==> src/design/fsr_map.svh <==
// Bit positions, opcodes, reset values and timing counts of the flash status registers
`ifndef FSR_MAP_SVH
`define FSR_MAP_SVH
// Status register one
`define FSR_BUSY_BIT      0
`define FSR_WLATCH_BIT    1
`define FSR_BP0_BIT       2
`define FSR_TOPBOT_BIT    5
`define FSR_SECG_BIT      6
`define FSR_SPM_BIT       7
// Status register two
`define FSR_LOCK_BIT      0
`define FSR_QUAD_BIT      1
`define FSR_SL1_BIT       3
`define FSR_COMPL_BIT     6
`define FSR_SUSPF_BIT     7
// Status register three
`define FSR_SCHEME_BIT    2
`define FSR_DRV_LO_BIT    5
`define FSR_HRS_BIT       7
// Reset values
`define FSR_REG1_RST      8'h00
`define FSR_REG2_RST      8'h00
`define FSR_REG3_RST      8'h60
// Instruction codes
`define FSR_OP_WREN       8'h06
`define FSR_OP_WRDI       8'h04
`define FSR_OP_RDSR1      8'h05
`define FSR_OP_RDSR2      8'h35
`define FSR_OP_RDSR3      8'h15
`define FSR_OP_WRSR1      8'h01
`define FSR_OP_WRSR2      8'h31
`define FSR_OP_WRSR3      8'h11
`define FSR_OP_PP         8'h02
`define FSR_OP_QPP        8'h32
`define FSR_OP_SE         8'h20
`define FSR_OP_BE32       8'h52
`define FSR_OP_BE64       8'hD8
`define FSR_OP_CE         8'hC7
`define FSR_OP_SECE       8'h44
`define FSR_OP_SECP       8'h42
`define FSR_OP_SUSP       8'h75
`define FSR_OP_RESU       8'h7A
`define FSR_OP_FOURW      8'h38
`define FSR_OP_PFX1       8'hAA
`define FSR_OP_PFX2       8'h55
// Internal operation time in system clock cycles
`define FSR_BUSY_CYC      16'd0400
`endif

==> src/design/fsr_pkg.sv <==
// Types of the flash status register block
package fsr_pkg;
  typedef enum logic [3:0] {
    FSR_IDLE = 4'b0001,
    FSR_OPC  = 4'b0010,
    FSR_DATA = 4'b0100,
    FSR_READ = 4'b1000
  } fsr_state_t;
endpackage

==> src/design/fsr_regs.sv <==
// Serial flash status and configuration registers behind the serial bus
`timescale 1ns/1ps
`include "fsr_map.svh"
// What this block does
// - Busy bit zero stays high through program, erase, register write or security operation.
// - While busy, only status reads and suspend instructions are obeyed.
// - Busy clears to zero when the internal operation completes.
// - Write enable instruction sets the write enable latch at bit one.
// - Latch clears at reset, write disable, program, erase, status or security write.
// - Block protect bits four to two are writable, default zero.
// - Top bottom select picks top at zero, bottom at one, default zero.
// - Sector granularity picks 4KB sectors at one, 64KB blocks at zero.
// - Complement protect at bit fourteen inverts the protected region.
// - Protect mode bit seven and lock bit eight select register protection scheme.
// - Both zero: status writes need the latch set, pin ignored.
// - Lock zero, mode one, quad enable zero: writes refused while protect pin low.
// - Lock one blocks all status writes until power cycle clears it.
// - Lock set after prefix bytes AAh 55h protects registers until reset.
// - Suspend flag bit fifteen sets on 75h, clears on 7Ah or reset.
// - Security locks bits thirteen to eleven are one-time, cleared only by reset.
// - Quad enable bit nine turns protect and pause pins into data lines.
// - Enter four-wire mode 38h ignored unless quad enable is one.
// - In four-wire mode quad enable stays one despite status writes.
// - Scheme select zero uses range bits, one uses block locks defaulting to one.
// - Drive strength field 00 100%, 01 75%, 10 50%, 11 25% default.
// - Quad enable zero: shared pin pauses at select zero, clears at one.
module fsr_regs (
  // System
  input  wire logic       clock,
  input  wire logic       rst_n,
  // Serial bus pins
  input  wire logic       spi_clk,
  input  wire logic       spi_cs_n,
  input  wire logic       spi_di,
  input  wire logic       wp_pin_n,
  output logic            spi_do,
  output logic            spi_do_oe,
  // Decoded configuration
  output logic            busy,
  output logic            four_wire_command_mode,
  output logic            quad_pins_en,
  output logic            pause_pin_en,
  output logic            pin_clear_en,
  output logic            range_prot_en,
  output logic            block_lock_init,
  output logic [1:0]      drive_level,
  output logic [23:0]     status_word
);
  // ===========================================================
  // Pin synchronisers
  logic [1:0] clk_s_r, cs_s_r, di_s_r, wp_s_r;
  logic       clk_d_r;
  always_ff @(posedge clock or negedge rst_n) begin
    if (!rst_n) begin
      clk_s_r <= 2'h0;
      cs_s_r  <= 2'h3;
      di_s_r  <= 2'h0;
      wp_s_r  <= 2'h3;
      clk_d_r <= 1'b0;
    end else begin
      clk_s_r <= {clk_s_r[0], spi_clk};
      cs_s_r  <= {cs_s_r[0], spi_cs_n};
      di_s_r  <= {di_s_r[0], spi_di};
      wp_s_r  <= {wp_s_r[0], wp_pin_n};
      clk_d_r <= clk_s_r[1];
    end
  end
  wire rise = clk_s_r[1] & ~clk_d_r;
  wire fall = ~clk_s_r[1] & clk_d_r;
  wire sel  = ~cs_s_r[1];
  wire wp_hi = wp_s_r[1];

  // Opcodes that start an internal operation and drop the latch
  function automatic logic is_prog_op(input logic [7:0] op);
    is_prog_op = (op == `FSR_OP_PP) || (op == `FSR_OP_QPP) || (op == `FSR_OP_SE) ||
                 (op == `FSR_OP_BE32) || (op == `FSR_OP_BE64) || (op == `FSR_OP_CE) ||
                 (op == `FSR_OP_SECE) || (op == `FSR_OP_SECP);
  endfunction
  function automatic logic is_wrsr(input logic [7:0] op);
    is_wrsr = (op == `FSR_OP_WRSR1) || (op == `FSR_OP_WRSR2) || (op == `FSR_OP_WRSR3);
  endfunction

  // ===========================================================
  // State
  fsr_pkg::fsr_state_t st_r, st_nxt;
  logic [7:0]  sh_r, sh_nxt, op_r, op_nxt;
  logic [2:0]  bc_r, bc_nxt;
  logic [7:0]  sr1_r, sr1_nxt, sr2_r, sr2_nxt, sr3_r, sr3_nxt;
  logic [15:0] bt_r, bt_nxt;
  logic        otp_r, otp_nxt, pfx1_r, pfx1_nxt, pfx_r, pfx_nxt, fw_r, fw_nxt;
  logic        do_r, do_nxt, oe_r, oe_nxt;
  logic [7:0]  rd_v, wr_v, ob;
  logic        sr_ok, quad_new;

  // Next-state logic of the serial engine and the registers
  always_comb begin
    st_nxt = st_r; sh_nxt = sh_r; op_nxt = op_r; bc_nxt = bc_r;
    sr1_nxt = sr1_r; sr2_nxt = sr2_r; sr3_nxt = sr3_r;
    bt_nxt = bt_r; otp_nxt = otp_r; pfx1_nxt = pfx1_r; pfx_nxt = pfx_r;
    fw_nxt = fw_r; do_nxt = do_r; oe_nxt = oe_r;
    wr_v = {sh_r[6:0], di_s_r[1]};
    ob = 8'h00;
    quad_new = 1'b0;
    // Write permission from lock, mode and pin
    sr_ok = sr1_r[`FSR_WLATCH_BIT] & ~sr2_r[`FSR_LOCK_BIT] & ~otp_r &
            (~sr1_r[`FSR_SPM_BIT] | wp_hi | sr2_r[`FSR_QUAD_BIT]);
    case (op_r)
      `FSR_OP_RDSR2: rd_v = sr2_r;
      `FSR_OP_RDSR3: rd_v = sr3_r;
      default:       rd_v = sr1_r;
    endcase
    // Internal operation timer
    if (bt_r != 16'd0) begin
      bt_nxt = bt_r - 16'd1;
      if (bt_r == 16'd1)
        sr1_nxt[`FSR_BUSY_BIT] = 1'b0;
    end
    if (!sel) begin
      st_nxt = fsr_pkg::FSR_IDLE;
      oe_nxt = 1'b0;
    end else begin
      case (st_r)
        fsr_pkg::FSR_IDLE: begin
          st_nxt = fsr_pkg::FSR_OPC;
          bc_nxt = 3'd0;
        end
        fsr_pkg::FSR_OPC: if (rise) begin
          sh_nxt = wr_v;
          bc_nxt = bc_r + 3'd1;
          if (bc_r == 3'd7) begin
            op_nxt = wr_v;
            st_nxt = fsr_pkg::FSR_IDLE;
            // Busy filter: only reads and suspend pass
            if (sr1_r[`FSR_BUSY_BIT] && wr_v != `FSR_OP_SUSP && wr_v != `FSR_OP_RDSR1 &&
                wr_v != `FSR_OP_RDSR2 && wr_v != `FSR_OP_RDSR3) begin
              st_nxt = fsr_pkg::FSR_DATA;
              op_nxt = 8'hFF;
            end else begin
              pfx1_nxt = (wr_v == `FSR_OP_PFX1);
              // Prefix stays armed through the register two write that follows it
              if (wr_v != `FSR_OP_PFX2 && wr_v != `FSR_OP_WRSR2)
                pfx_nxt = 1'b0;
              else if (pfx1_r)
                pfx_nxt = 1'b1;
              case (wr_v)
                `FSR_OP_WREN: sr1_nxt[`FSR_WLATCH_BIT] = 1'b1;
                `FSR_OP_WRDI: sr1_nxt[`FSR_WLATCH_BIT] = 1'b0;
                `FSR_OP_SUSP: sr2_nxt[`FSR_SUSPF_BIT] = 1'b1;
                `FSR_OP_RESU: sr2_nxt[`FSR_SUSPF_BIT] = 1'b0;
                `FSR_OP_FOURW: fw_nxt = sr2_r[`FSR_QUAD_BIT];
                `FSR_OP_RDSR1, `FSR_OP_RDSR2, `FSR_OP_RDSR3: st_nxt = fsr_pkg::FSR_READ;
                default: begin
                  if (is_wrsr(wr_v))
                    st_nxt = fsr_pkg::FSR_DATA;
                  if (is_prog_op(wr_v) && sr1_r[`FSR_WLATCH_BIT]) begin
                    sr1_nxt[`FSR_WLATCH_BIT] = 1'b0;
                    sr1_nxt[`FSR_BUSY_BIT] = 1'b1;
                    bt_nxt = `FSR_BUSY_CYC;
                  end
                end
              endcase
              if (wr_v == `FSR_OP_PFX1 || wr_v == `FSR_OP_PFX2)
                st_nxt = fsr_pkg::FSR_IDLE;
            end
            if (st_nxt == fsr_pkg::FSR_IDLE)
              st_nxt = fsr_pkg::FSR_DATA;
          end
        end
        fsr_pkg::FSR_DATA: if (rise) begin
          sh_nxt = wr_v;
          bc_nxt = bc_r + 3'd1;
          if (bc_r == 3'd7 && is_wrsr(op_r)) begin
            op_nxt = 8'hFF;
            if (sr_ok) begin
              sr1_nxt[`FSR_WLATCH_BIT] = 1'b0;
              sr1_nxt[`FSR_BUSY_BIT] = 1'b1;
              bt_nxt = `FSR_BUSY_CYC;
              case (op_r)
                `FSR_OP_WRSR1: sr1_nxt[7:2] = wr_v[7:2];
                `FSR_OP_WRSR2: begin
                  quad_new = wr_v[`FSR_QUAD_BIT] | (fw_r & sr2_r[`FSR_QUAD_BIT]);
                  sr2_nxt = {sr2_r[7], wr_v[6], sr2_r[5:3] | wr_v[5:3], 1'b0,
                             quad_new, wr_v[0]};
                  if (wr_v[`FSR_LOCK_BIT] && pfx_r)
                    otp_nxt = 1'b1;
                end
                default: sr3_nxt = {wr_v[7], wr_v[6:5], 2'b00, wr_v[2], 2'b00};
              endcase
            end
          end
        end
        fsr_pkg::FSR_READ: if (fall) begin
          ob = rd_v;
          do_nxt = ob[3'd7 - bc_r];
          oe_nxt = 1'b1;
          bc_nxt = bc_r + 3'd1;
        end
        default: st_nxt = fsr_pkg::FSR_IDLE;
      endcase
    end
  end

  // Registers of the block
  always_ff @(posedge clock or negedge rst_n) begin
    if (!rst_n) begin
      st_r <= fsr_pkg::FSR_IDLE;
      sh_r <= 8'h00; op_r <= 8'hFF; bc_r <= 3'd0;
      sr1_r <= `FSR_REG1_RST; sr2_r <= `FSR_REG2_RST; sr3_r <= `FSR_REG3_RST;
      bt_r <= 16'd0; otp_r <= 1'b0; pfx1_r <= 1'b0; pfx_r <= 1'b0; fw_r <= 1'b0;
      do_r <= 1'b0; oe_r <= 1'b0;
    end else begin
      st_r <= st_nxt; sh_r <= sh_nxt; op_r <= op_nxt; bc_r <= bc_nxt;
      sr1_r <= sr1_nxt; sr2_r <= sr2_nxt; sr3_r <= sr3_nxt;
      bt_r <= bt_nxt; otp_r <= otp_nxt; pfx1_r <= pfx1_nxt; pfx_r <= pfx_nxt; fw_r <= fw_nxt;
      do_r <= do_nxt; oe_r <= oe_nxt;
    end
  end

  // ===========================================================
  // Decoded configuration outputs
  always_ff @(posedge clock or negedge rst_n) begin
    if (!rst_n) begin
      busy <= 1'b0; four_wire_command_mode <= 1'b0; quad_pins_en <= 1'b0;
      pause_pin_en <= 1'b0; pin_clear_en <= 1'b0; range_prot_en <= 1'b0;
      block_lock_init <= 1'b0; drive_level <= 2'h0; status_word <= 24'h000000;
      spi_do <= 1'b0; spi_do_oe <= 1'b0;
    end else begin
      busy <= sr1_r[`FSR_BUSY_BIT];
      four_wire_command_mode <= fw_r;
      quad_pins_en <= sr2_r[`FSR_QUAD_BIT];
      pause_pin_en <= ~sr2_r[`FSR_QUAD_BIT] & ~sr3_r[`FSR_HRS_BIT];
      pin_clear_en <= ~sr2_r[`FSR_QUAD_BIT] & sr3_r[`FSR_HRS_BIT];
      range_prot_en <= ~sr3_r[`FSR_SCHEME_BIT];
      block_lock_init <= sr3_r[`FSR_SCHEME_BIT];
      drive_level <= sr3_r[6:5];
      status_word <= {sr3_r, sr2_r, sr1_r};
      spi_do <= do_r;
      spi_do_oe <= oe_r;
    end
  end

  // ===========================================================
  // Checks
  property p_busy_clear;
    @(posedge clock) disable iff (!rst_n) (bt_r == 16'd1) |=> !sr1_r[`FSR_BUSY_BIT];
  endproperty
  a_busy_clear: assert property (p_busy_clear) else $error("busy not cleared");
  property p_busy_hold;
    @(posedge clock) disable iff (!rst_n) (bt_r > 16'd1) |=> sr1_r[`FSR_BUSY_BIT];
  endproperty
  a_busy_hold: assert property (p_busy_hold) else $error("busy dropped early");
  property p_quad_fw;
    @(posedge clock) disable iff (!rst_n) $rose(fw_r) |-> $past(sr2_r[`FSR_QUAD_BIT]);
  endproperty
  a_quad_fw: assert property (p_quad_fw) else $error("four wire mode without quad enable");
  property p_quad_stay;
    @(posedge clock) disable iff (!rst_n) (fw_r && sr2_r[`FSR_QUAD_BIT]) |=> sr2_r[`FSR_QUAD_BIT];
  endproperty
  a_quad_stay: assert property (p_quad_stay) else $error("quad enable cleared in four wire mode");
  property p_lock_block;
    @(posedge clock) disable iff (!rst_n) sr2_r[`FSR_LOCK_BIT] |=> $stable(sr1_r[7:2]);
  endproperty
  a_lock_block: assert property (p_lock_block) else $error("write while locked");
  property p_otp_keep;
    @(posedge clock) disable iff (!rst_n) $past(sr2_r[5:3]) == ($past(sr2_r[5:3]) & sr2_r[5:3]);
  endproperty
  a_otp_keep: assert property (p_otp_keep) else $error("security lock cleared");
  property p_hw_prot;
    @(posedge clock) disable iff (!rst_n)
      (sr1_r[`FSR_SPM_BIT] && !wp_hi && !sr2_r[`FSR_QUAD_BIT]) |=>
        !$rose(sr1_r[`FSR_BUSY_BIT]) || bt_r != `FSR_BUSY_CYC || !is_wrsr($past(op_r));
  endproperty
  a_hw_prot: assert property (p_hw_prot) else $error("write with protect pin low");
  property p_pins;
    @(posedge clock) disable iff (!rst_n) !(pause_pin_en && quad_pins_en) && !(pin_clear_en && pause_pin_en);
  endproperty
  a_pins: assert property (p_pins) else $error("pin roles overlap");
  property p_wel_op;
    @(posedge clock) disable iff (!rst_n) $rose(sr1_r[`FSR_BUSY_BIT]) |-> !sr1_r[`FSR_WLATCH_BIT];
  endproperty
  a_wel_op: assert property (p_wel_op) else $error("latch left set after operation");
  c_busy: cover property (@(posedge clock) disable iff (!rst_n) $fell(sr1_r[`FSR_BUSY_BIT]));
  c_fw: cover property (@(posedge clock) disable iff (!rst_n) $rose(fw_r));
  c_suspend: cover property (@(posedge clock) disable iff (!rst_n) $rose(sr2_r[`FSR_SUSPF_BIT]));
  c_otp: cover property (@(posedge clock) disable iff (!rst_n) $rose(otp_r));
endmodule

==> config.mk <==
export PLATFORM = sky130hd
export DESIGN_NAME = fsr_regs
export DESIGN_NICKNAME = d
export VERILOG_FILES = /design/src/design/fsr_pkg.sv /design/src/design/fsr_regs.sv
export VERILOG_INCLUDE_DIRS = /design/src /design/src/design
export SDC_FILE = /design/constraint.sdc
export NUM_CORES = 1
export LEC_CHECK = 0
export BUFFER_PORTS_ARGS = -buffer_cell sky130_fd_sc_hd__buf_2
export CORE_UTILIZATION = 46
export DETAILED_ROUTE_END_ITERATION = 16
export PLACE_DENSITY = 0.7
export SETUP_SLACK_MARGIN = 0.2
export SYNTH_ARGS = -nofsm -noshare
export SYNTH_HDL_FRONTEND = slang
export SYNTH_SLANG_ARGS = --single-unit
==> constraint.sdc <==
create_clock -name clock -period 2.85 [get_ports clock]
set_input_delay 0.57 -clock clock [delete_from_list [all_inputs] [get_ports clock]]
set_output_delay 0.57 -clock clock [all_outputs]
set_load 0.02 [all_outputs]
## Word-level counts from Yosys, hierarchy flattened

Cells that the tools add are included.

- Register bits after elaboration: 102
- Output and inout port bits: 35
- Word-level logic and storage cells: 222

- Add/subtract/negate cells: 3
- $lt $le $gt $ge: 1
- Equal/unequal tests: 52
- Mux-type cells: 60
- Bitwise logic cells: 24
- Reduce and logical (&&, ||, !) cells: 49

Operator list:

| kind | count |
|---|---|
| two-way mux 16 bit | 10 |
| two-way mux 8 bit | 8 |
| equality test 8 x 6 -> 1 bit (second input constant) | 7 |
| equality test 8 x 7 -> 1 bit (second input constant) | 6 |
| two-way mux 4 bit | 10 |
| AND reduction 6 bit | 6 |
| equality test 8 x 5 -> 1 bit (second input constant) | 4 |
| case mux 16 bit (2 select lines) | 1 |
| case mux 8 bit (2 select lines) | 2 |
| equality test 8 x 3 -> 1 bit (second input constant) | 3 |
| equality test 8 bit (second input constant) | 3 |
| equality test 16 x 1 -> 1 bit (second input constant) | 1 |
| equality test 8 x 1 -> 1 bit (second input constant) | 2 |
| != test 2 bit (second input constant) | 8 |
| != test 8 x 6 -> 1 bit (second input constant) | 2 |
| != test 8 x 7 -> 1 bit (second input constant) | 2 |
| nonzero test 16 bit | 1 |
| subtractor 16 x 1 -> 16 bit (second input constant) | 1 |
| AND reduction 7 bit | 2 |
| two-way mux 1 bit | 13 |
| logical OR 1 bit | 12 |
| NOT 1 bit | 12 |
| case mux 4 bit (3 select lines) | 1 |
| AND reduction 10 bit | 1 |
| other kinds (38) | 71 |

## Longest topological paths before layout

Gate-level depths: netlist of the first run.

- Depth in word-level cells: 17
- Gate-level depth with buffers: 8

## Worst setup path after synthesis of the first run

No wires, ideal clock.

- Kind: reg-to-reg
- From: reg st_r[0]
- To: reg sr1_r[2]
- Setup time: 0.125 ns
- Data arrival time: 2.051 ns
- Required time: 2.725 ns
- Setup slack: 0.675 ns
- Stages on the path, launching flop included: 7
- Path buffers: 1
- Clock period less this slack: 2.175 ns
- Cells stage by stage: dfstp_2 -> buf_6 -> nor4b_4 -> o2111ai_2 -> a2111o_4 -> nor3_4 -> mux2_2

- Word-level cells in the longest chain between the ends: 2

RTL lines:

| what | RTL line | RTL |
|---|---|---|
| start: declaration | fsr_regs.sv:85 | `fsr_pkg::fsr_state_t st_r, st_nxt;` |
| start signal: assignment | fsr_regs.sv:206 | `st_r <= fsr_pkg::FSR_IDLE;` |
| start signal: assignment | fsr_regs.sv:212 | `st_r <= st_nxt; sh_r <= sh_nxt; op_r <= op_nxt; bc_r <= bc_nxt;` |
| equality test 4 x 3 -> 1 bit | fsr_regs.sv:122 | `case (st_r)` |
| AND reduction 6 bit (no line) | - |  |
| end signal: assignment | fsr_regs.sv:208 | `` sr1_r <= `FSR_REG1_RST; sr2_r <= `FSR_REG2_RST; sr3_r <= `FSR_REG3_RST; `` |
| end signal: assignment | fsr_regs.sv:213 | `sr1_r <= sr1_nxt; sr2_r <= sr2_nxt; sr3_r <= sr3_nxt;` |
| end: declaration | fsr_regs.sv:88 | `logic [7:0] sr1_r, sr1_nxt, sr2_r, sr2_nxt, sr3_r, sr3_nxt;` |

No other way between the ends.
A chain may end at the register's enable or synchronous reset.

## Final worst setup path of the first run

- From: reg st_r[1]
- To: reg sr1_r[3]

Same word-level chain as after synthesis.

==> flow_summary.toml, run 1 <==
[timing]
fin_skew_ns = 0.007158
fmax_ghz = 0.4031
post-route-period-util = 0.8704
max-slew-margin-rel = 0.5816
drv_slew = 0
setup_viol = 0
fin_setup_tns_ns = 0
rsz0062_at_grt = "no"
hold_ws_ns = 0.1911
hold_viol = 0
period_needed_ns = 2.481
tightest_slew_ns = 0.6225

[final_layout]
layout.nets = 435
fillCellCount = 859
area_growth_pct = 11.96
multi_input_area_um2 = 1941
regArea_um2 = 2446
drive_gt1_frac = 0.2774
stdcell_area_um2 = 5129
diodes = 0

[clock_network]
cts.sinks = 97
clkTransAtPathRegs_ns = 0.10
clock_latency_ns = 0.36
postCtsHoldBufs = 0
cts_max_level = 3
cts_setup_buffers = 0
cts_resized = 0
cts_tree = "built"
cts_buffers = 9
cts_buffer_depth = 2
cts_root_buf = "clkbuf_8"

[floorplan]
coreArea_um2 = 9729
initial_core_util = 0.4708
die_h_um = 101.8
die_x_um = 101.8
ios = 41
die_area_um2 = 10360
rows = 36

[placed_design]
gp_congestion = 0.8816
io_buffers = 35
dp_hpwl_um = 6495
place_area_um2 = 4893

[setup_path]
crit_fanout = 22
startpoint_type = "flop"
cp_top_family = "compound AO/OA/AOI/OAI gates"
reg2reg_slack_ns = 0.37
crit_required_ns = 3.10
r2r_cells = 5
cpPeakStageDelay_ns = 0.62
r2r-start = "st_r[1]$_DFFE_PN0P_"
worst-path-buf-inv = 0
crit_chain = "nor4b_4 -> o2111ai_2 -> a2111o_4 -> nor3_4 -> mux2_2"
critPathKind = "flop to flop"
endpoint_kind = "flop"
crit_cells = 5
cpMaxStageDelayCell = "a2111o_4"
arrival_ns = 2.73
r2r-end = "sr1_r[3]$_DFFE_PN0P_"

[power]
sequentialPowerShare = 0.553
internal-power_mw = 1.971
total_leakage_power_nw = 2.451
clockPowerShare = 0.400
p_per_area_nw_per_um2 = 500.5
p_comb_frac = 0.047
swShare = 0.2321
vdd_ir_drop_max_v = 0.0002896
p_sw_mw = 0.5957

[synth]
synth_async_sr_flop_share = 1.000
synth_top_area_cell = "dfrtp_1"
synth_edf_count = 0
synth_seq_cells = 97
mappedNetlistArea_um2 = 4581
synth-main-ff-cell = "dfrtp_1"
yosysSeqAreaShare = 0.5340
yosysMostFrequentCell = "dfrtp_1"
synth_common_cells = "dfrtp_1, nor2_1, mux2_2"
synthTopCellsByArea = "dfrtp_1, dfstp_2, mux2_2, nor2_1, xnor2_1"
ys_warn_count = 0
yosys.area.top_type_share = 0.4480
synth.avg_cell_area_um2 = 11.84
syn_inst = 387
synth_cell_types = 69

[global_routing]
grt_usage = 0.1941
grt_overflow = 0
grt_max_degree = 52
antenna_found_initial = 0
grt_pass1_vias = 2962
grt_pass1_wl_um = 15300

[route]
vias_per_cell = 5.475
wirelength_um = 9130
drc = 0
drtIter0Drc = 155
num_vias = 3077
antenna_left = 0
wl_per_cell_um = 16.25
first_pass_iters = 4

[run]
max-cap-violations = 0

[run_status]
outcome = "completed"

[min_path]
hold_path_class = "input pin to asynchronous set/reset pin"
## area by class of cell
class,instances,area share
well taps,133,0.03245
flip-flops and latches,97,0.4769
clock inverters,6,0.01903
clock buffers,10,0.02684
multi-input cells,256,0.3784
repair buffers,50,0.05904
inverters,10,0.007319
## metal layers
layer	global-route usage	vias up	part of all wire
met5	0	-	0
met4	0.09476	0	0.023
met3	0.02968	17	0.042
met2	0.2937	87	0.46
met1	0.2727	1514	0.47
li1	-	1459	-
## logic make-up (layout without fill, tap and decap cells)
logic type                 after synthesis  in the layout  share of synthesized area
and+or+nand+nor                        142            142                     0.1950
adders and majority gates                5              5                    0.01366
DFF                                     97             97                     0.5340
xor gates and xnor gates                16             16                    0.03059
other                                    1              5                  0.0008187
AOI/OAI and AO/OA                       62             62                     0.1120
muxes                                   26             26                    0.06829
buffers and inverters                   38             76                    0.04562
## how the worst max path moves through the flow
stage	from	to	slack [ns]
2_1_floorplan	st_r[0]$_DFFE_PN1P_	sr1_r[2]$_DFFE_PN0P_	0.67
4_1_cts	op_r[0]$_DFFE_PN1P_	sr1_r[5]$_DFFE_PN0P_	0.37
5_1_grt	op_r[0]$_DFFE_PN1P_	sr1_r[3]$_DFFE_PN0P_	0.26
3_5_place_dp	st_r[1]$_DFFE_PN0P_	sr1_r[5]$_DFFE_PN0P_	0.39
3_3_place_gp	st_r[1]$_DFFE_PN0P_	sr1_r[5]$_DFFE_PN0P_	0.43
6_report	st_r[1]$_DFFE_PN0P_	sr1_r[3]$_DFFE_PN0P_	0.37
## layout by cell type (no fill, tap or decap), drive strengths merged, types with 6 or more instances in the layout
cell,instances
dfrtp,82
buf,50
nor2,29
mux2,20
nand2,15
dfstp,15
nand3,13
inv,13
xnor2,11
nor3,11
nor2b,10
clkbuf,10
and3b,9
o21ai,9
a21oi,9
nand3b,8
nand4,8
o22a,8
a21o,7
nor4,7
nor4b,6
## registers in the layout, indices dropped and copies added, names as in the netlist, 2 cells and up
signal / count
bc_r: 3
bt_r: 16
clk_s_r: 2
cs_s_r: 2
di_s_r: 2
op_r: 8
sh_r: 7
sr1_r: 8
sr2_r: 7
sr3_r: 4
st_r: 4
status_word: 18
wp_s_r: 2
## metrics by stage
stage / worst slack [ns] / std cells / total power [mW] / util
2_1_floorplan: 0.6748 / 391 / 1.514 / -
6_report: 0.3692 / 562 / 2.567 / 0.5271
5_1_grt: 0.2628 / 562 / 2.656 / 0.5271
4_1_cts: 0.3705 / 562 / 2.588 / 0.5271
3_3_place_gp: 0.4289 / 546 / 1.564 / 0.5030
3_5_place_dp: 0.3866 / 546 / 1.567 / 0.5030
## power groups by stage
stage	logic (mW)	clock network (mW)	registers, mW
3_5_place_dp	0.122	0	1.45
4_1_cts	0.122	1.05	1.42
5_1_grt	0.136	1.10	1.42
6_report	0.121	1.03	1.42
3_3_place_gp	0.120	0	1.44
2_1_floorplan	0.0800	0	1.43
Power figures use the tool's default switching activity.
==> run 2: changes to the inputs <==
- CORE_ASPECT_RATIO: not set -> 1.75
==> run 2 against run 1 <==
  * Clock-buffer cell count unchanged
  * Global-route usage up 0.76 points
  * Core utilization up 1.8 points
  * Clock power up 16%
  * First-iteration DRC count up 9.7%
  * Clock skew up 0.0026 ns
  * Sequential share of layout area down 0.81 points
  * Register-to-register slack worse by 0.08 ns
  * Die area up 0.15%
  * Hold slack better by 0.068 ns
  * Critical endpoint is now sr1_r[6]$_DFFE_PN0P_
  * Power up 6.3%
  * Setup slack worse by 0.076 ns
==> flow_summary.toml, run 2 (synthesis gave the netlist of run 1 again) <==
[run_status]
outcome = "completed"

[clock_network]
clkTransAtPathRegs_ns = 0.06
postCtsHoldBufs = 0
clock_latency_ns = 0.34
cts_buffer_depth = 2
cts_buffers = 9
cts_root_buf = "clkbuf_16"
cts.sinks = 97
cts_max_level = 3
cts_tree = "built"

[power]
vdd_ir_drop_max_v = 0.0002880
sequentialPowerShare = 0.522
swShare = 0.2223
p_per_area_nw_per_um2 = 522.4
clockPowerShare = 0.436
internal-power_mw = 2.122
p_comb_frac = 0.042
p_sw_mw = 0.6065
total_leakage_power_nw = 2.486

[setup_path]
crit_end = "sr1_r[6]$_DFFE_PN0P_"
r2r_cells = 5
cpMaxStageDelayCell = "a2111o_4"
cp_top_family = "simple AND/OR/NAND/NOR gates"
arrival_ns = 2.78
crit_chain = "nor4b_4 -> o2111ai_4 -> a2111o_4 -> nor3_4 -> mux2_2"
worst-path-buf-inv = 0
reg2reg_slack_ns = 0.29
crit_fanout = 6
r2r-start = "st_r[1]$_DFFE_PN0P_"
critPathKind = "flop to flop"
crit_cells = 5
cpPeakStageDelay_ns = 0.54
startpoint_type = "flop"
endpoint_kind = "flop"
crit_required_ns = 3.07
startpoint = "st_r[1]$_DFFE_PN0P_"
r2r-end = "sr1_r[6]$_DFFE_PN0P_"

[timing]
tightest_slew_ns = 0.6398
setup_viol = 0
max-slew-margin-rel = 0.5735
hold_viol = 0
fin_setup_tns_ns = 0
fin_skew_ns = 0.009786
rsz0062_at_grt = "no"
post-route-period-util = 0.8970
fmax_ghz = 0.3912
drv_slew = 0
period_needed_ns = 2.557

[final_layout]
layout_common_cells = "dfrtp_1, buf_2, nor2_1"
fillCellCount = 842
regArea_um2 = 2449
area_growth_pct = 14.01
final_common_cell = "dfrtp_1"
instances_no_fill = 555
largest-register = "status_word"
diodes = 0
multi_input_area_um2 = 1964
largest_reg_flops = 18
top_regs = "status_word: 18 flops, bt_r: 16 flops"
drive_gt1_frac = 0.2864
layout.nets = 439

[route]
drc = 0
drtIter0Drc = 170
antenna_left = 0
first_pass_iters = 4
num_vias = 3159
vias_per_cell = 5.692
wl_per_cell_um = 17.17
wirelength_um = 9532

[placed_design]
dp.cells = 536
dp_hpwl_um = 6675
io_buffers = 35
gp_congestion = 0.8325

[global_routing]
grt_overflow = 0
grt_pass1_vias = 3227
antenna_found_initial = 0
grt_max_degree = 53
grt_usage = 0.2018
grt_pass1_wl_um = 16060

[floorplan]
die_x_um = 77.44
coreArea_um2 = 9585
initial_core_util = 0.4779
ios = 41
rows = 47
die_area_um2 = 10380
die_h_um = 134.0

[min_path]
hold_path_class = "input pin to asynchronous set/reset pin"

[run]
max-cap-violations = 0
## run 2: cell count changes in the layout (fill, tap and decap cells not counted), moves of 2 or more
cell	change
clkbuf_16	+9
clkbuf_8	-10
dfrtp_1	-2
buf_4	+3
dfrtp_2	+2
clkinv_2	+2
## run 2: timing repair
action,in CTS,in global routing
setup buffers,0,2
resized for setup,0,3
setup endpoints to repair,0,13
## run 2: per-layer routing
metal / vias up / part of all wire / global-route usage
li1: 1470 / - / -
met1: 1579 / 0.38 / 0.2215
met2: 83 / 0.54 / 0.3540
met3: 27 / 0.037 / 0.03537
met4: 0 / 0.041 / 0.1300
met5: - / 0 / 0
## run 2: worst register-to-register path, delay by kind of cell, from the launching register on
family | cells | cell delay [ns]
multiplexers | 1 | 0.38
flip-flops | 1 | 0.45
AO/OA/AOI/OAI | 2 | 0.77
AND/OR/NAND/NOR | 2 | 0.84
## run 2: per-stage QoR
stage,power [mW],utilization,cell area [µm²],hold slack (ns),setup slack [ns]
floorplan,1.514,-,4596,0.2744,0.6748
global placement,1.561,0.5099,4887,0.3332,0.3510
detailed placement,1.564,0.5099,4887,0.3355,0.2720
CTS,2.755,0.5405,5181,0.2732,0.2762
global route,2.837,0.5448,5223,0.3015,0.2005
finish,2.728,0.5448,5223,0.2586,0.2934
## run 2: area by class of cell
| cell class | instances | share of cell area |
|---|---|---|
| clock buffer | 10 | 0.04384 |
| clock inverter | 6 | 0.01246 |
| inverter | 10 | 0.007187 |
| multi-input combinational | 257 | 0.3761 |
| sequential | 97 | 0.4689 |
| tap | 122 | 0.02923 |
| timing repair buffer | 53 | 0.06229 |
## run 2: power groups by stage
| stage | clock, mW | sequential, mW | combinational, mW |
|---|---|---|---|
| final | 1.19 | 1.42 | 0.115 |
| after detailed placement | 0 | 1.45 | 0.116 |
| after global placement | 0 | 1.45 | 0.115 |
| after floorplan | 0 | 1.43 | 0.0800 |
| after global routing | 1.28 | 1.43 | 0.129 |
| after CTS | 1.22 | 1.42 | 0.116 |
## run 2: worst min path at each step
stage / from / endpoint / depth (start not counted)
finish: rst_n / pin_clear_en$_DFF_PN0_ / 1
global route: rst_n / pin_clear_en$_DFF_PN0_ / 1
CTS: rst_n / status_word[23]$_DFF_PN0_ / 1
detailed placement: di_s_r[0]$_DFF_PN0_ / di_s_r[1]$_DFF_PN0_ / 0
global placement: clk_s_r[0]$_DFF_PN0_ / clk_s_r[1]$_DFF_PN0_ / 0
floorplan: rst_n / bc_r[0]$_DFFE_PN0P_ / 0
==> run 3: changes to the inputs <==
- CORE_MARGIN: not set -> 2
- PLACE_DENSITY: 0.7 -> 0.69
==> run 3 against run 2 <==
  * Clock power is 5% higher
  * Sequential power hardly changed
  * Via count is 0.76% higher
  * Largest cell class unchanged
  * Critical path type unchanged
  * Die area is 4.1% higher
==> flow_summary.toml, run 3 (synthesis gave the netlist of run 1 again) <==
[setup_path]
cpMaxStageDelayCell = "a2111o_4"
crit_fanout = 22
crit_chain = "nor4b_4 -> o2111ai_2 -> a2111o_4 -> nor3_4 -> mux2_2"
critPathKind = "flop to flop"
reg2reg_slack_ns = 0.35
crit_required_ns = 3.08
worst-path-buf-inv = 0
arrival_ns = 2.73
r2r_cells = 5
r2r-start = "st_r[1]$_DFFE_PN0P_"
endpoint_kind = "flop"
cpPeakStageDelay_ns = 0.62
crit_end = "sr1_r[2]$_DFFE_PN0P_"
crit_cells = 5
r2r-end = "sr1_r[2]$_DFFE_PN0P_"
cp_top_family = "compound AO/OA/AOI/OAI gates"
startpoint_type = "flop"
startpoint = "st_r[1]$_DFFE_PN0P_"

[route]
first_pass_iters = 4
drtIter0Drc = 169
wl_per_cell_um = 17.89
num_vias = 3183
wirelength_um = 9962
antenna_left = 0
drc = 0
vias_per_cell = 5.715

[floorplan]
coreArea_um2 = 9789
die_x_um = 79.44
rows = 48
ios = 41
initial_core_util = 0.4679
die_area_um2 = 10800
die_h_um = 136.0

[global_routing]
grt_pass1_wl_um = 16220
grt_usage = 0.1992
grt_overflow = 0
antenna_found_initial = 0
grt_pass1_vias = 3170
grt_max_degree = 50

[final_layout]
fin_util = 0.5339
area_growth_pct = 14.09
top_regs = "status_word: 18 flops, bt_r: 16 flops"
layout.nets = 438
stdcell_area_um2 = 5226
layout_common_cells = "dfrtp_1, buf_2, nor2_1"
largest_reg_flops = 18
drive_gt1_frac = 0.2824
diodes = 0
final_common_cell = "dfrtp_1"
largest-register = "status_word"

[timing]
setup_viol = 0
fmax_ghz = 0.3998
period_needed_ns = 2.501
rsz0062_at_grt = "no"
fin_skew_ns = 0.005723
fin_setup_tns_ns = 0
max-slew-margin-rel = 0.5748
tightest_slew_ns = 0.6289
post-route-period-util = 0.8776
hold_viol = 0
setup_ws_ns = 0.3490
drv_slew = 0

[clock_network]
cts_tree = "built"
cts_setup_buffers = 0
clkTransAtPathRegs_ns = 0.06
cts_buffers = 9
cts_root_buf = "clkbuf_16"
cts_buffer_depth = 2
clock_latency_ns = 0.34
cts.sinks = 97
cts_max_level = 3

[run_status]
outcome = "completed"

[run]
max-cap-violations = 0

[power]
p_per_area_nw_per_um2 = 534.1
total_leakage_power_nw = 2.501
vdd_ir_drop_max_v = 0.0003294

[placed_design]
place_area_um2 = 4906
dp_slack_ns = 0.3399
io_buffers = 35
dp_hpwl_um = 7262
gp_congestion = 0.9155

[min_path]
hold_path_class = "input pin to asynchronous set/reset pin"
-- run 3: what timing repair did --
action,in CTS,in global routing
hold buffers,0,0
gates resized for setup,0,1
setup endpoints to repair,0,1
-- run 3: per-layer routing --
layer  global-route usage  up-vias  share of wire
met1               0.2119     1598           0.37
li1                     -     1473              -
met5                    0        -              0
met4               0.1121        0          0.046
met2               0.3562       80           0.55
met3              0.04316       32          0.032
-- run 3: layout make-up --
| type | instances | area [µm²] |
|---|---|---|
| sequential | 97 | 2446 |
| clock buffer | 11 | 252.7 |
| multi-input combinational | 256 | 1947 |
| tap | 125 | 156.4 |
| timing repair buffer | 53 | 325.3 |
| inverter | 10 | 37.54 |
| clock inverter | 5 | 61.31 |
| fill | 864 | 4563 |
-- run 3: worst register-to-register path, delay by kind of cell (launching register included) --
| kind | cells | cell delay, ns |
|---|---|---|
| multiplexers | 1 | 0.39 |
| flip-flops | 1 | 0.45 |
| AO/OA/AOI/OAI | 2 | 0.82 |
| AND/OR/NAND/NOR | 2 | 0.73 |
-- run 3: through the flow --
| step | instances | total power, mW | hold WS, ns |
|---|---|---|---|
| final | 557 | 2.791 | 0.2383 |
| after global routing | 557 | 2.900 | 0.2879 |
| after CTS | 557 | 2.822 | 0.2659 |
| after detailed placement | 541 | 1.571 | 0.3355 |
| after global placement | 541 | 1.565 | 0.3321 |
| after floorplan | 391 | 1.514 | 0.2744 |
-- run 3: worst min path at each step --
stage                               from                        end  slack, ns  cells after the start
floorplan                          rst_n        bc_r[0]$_DFFE_PN0P_       0.27                      0
global route                       rst_n   status_word[9]$_DFF_PN0_       0.29                      1
global placement    clk_s_r[0]$_DFF_PN0_       clk_s_r[1]$_DFF_PN0_       0.33                      0
detailed placement  clk_s_r[0]$_DFF_PN0_       clk_s_r[1]$_DFF_PN0_       0.34                      0
CTS                                rst_n  status_word[23]$_DFF_PN0_       0.27                      1
finish                             rst_n   status_word[9]$_DFF_PN0_       0.24                      1
-- run 3: report_power, final --
part / switching (mW) / total [mW] / internal [mW]
logic: 0.0828 / 0.126 / 0.0435
registers: 0.0210 / 1.42 / 1.40
clock network: 0.512 / 1.25 / 0.734
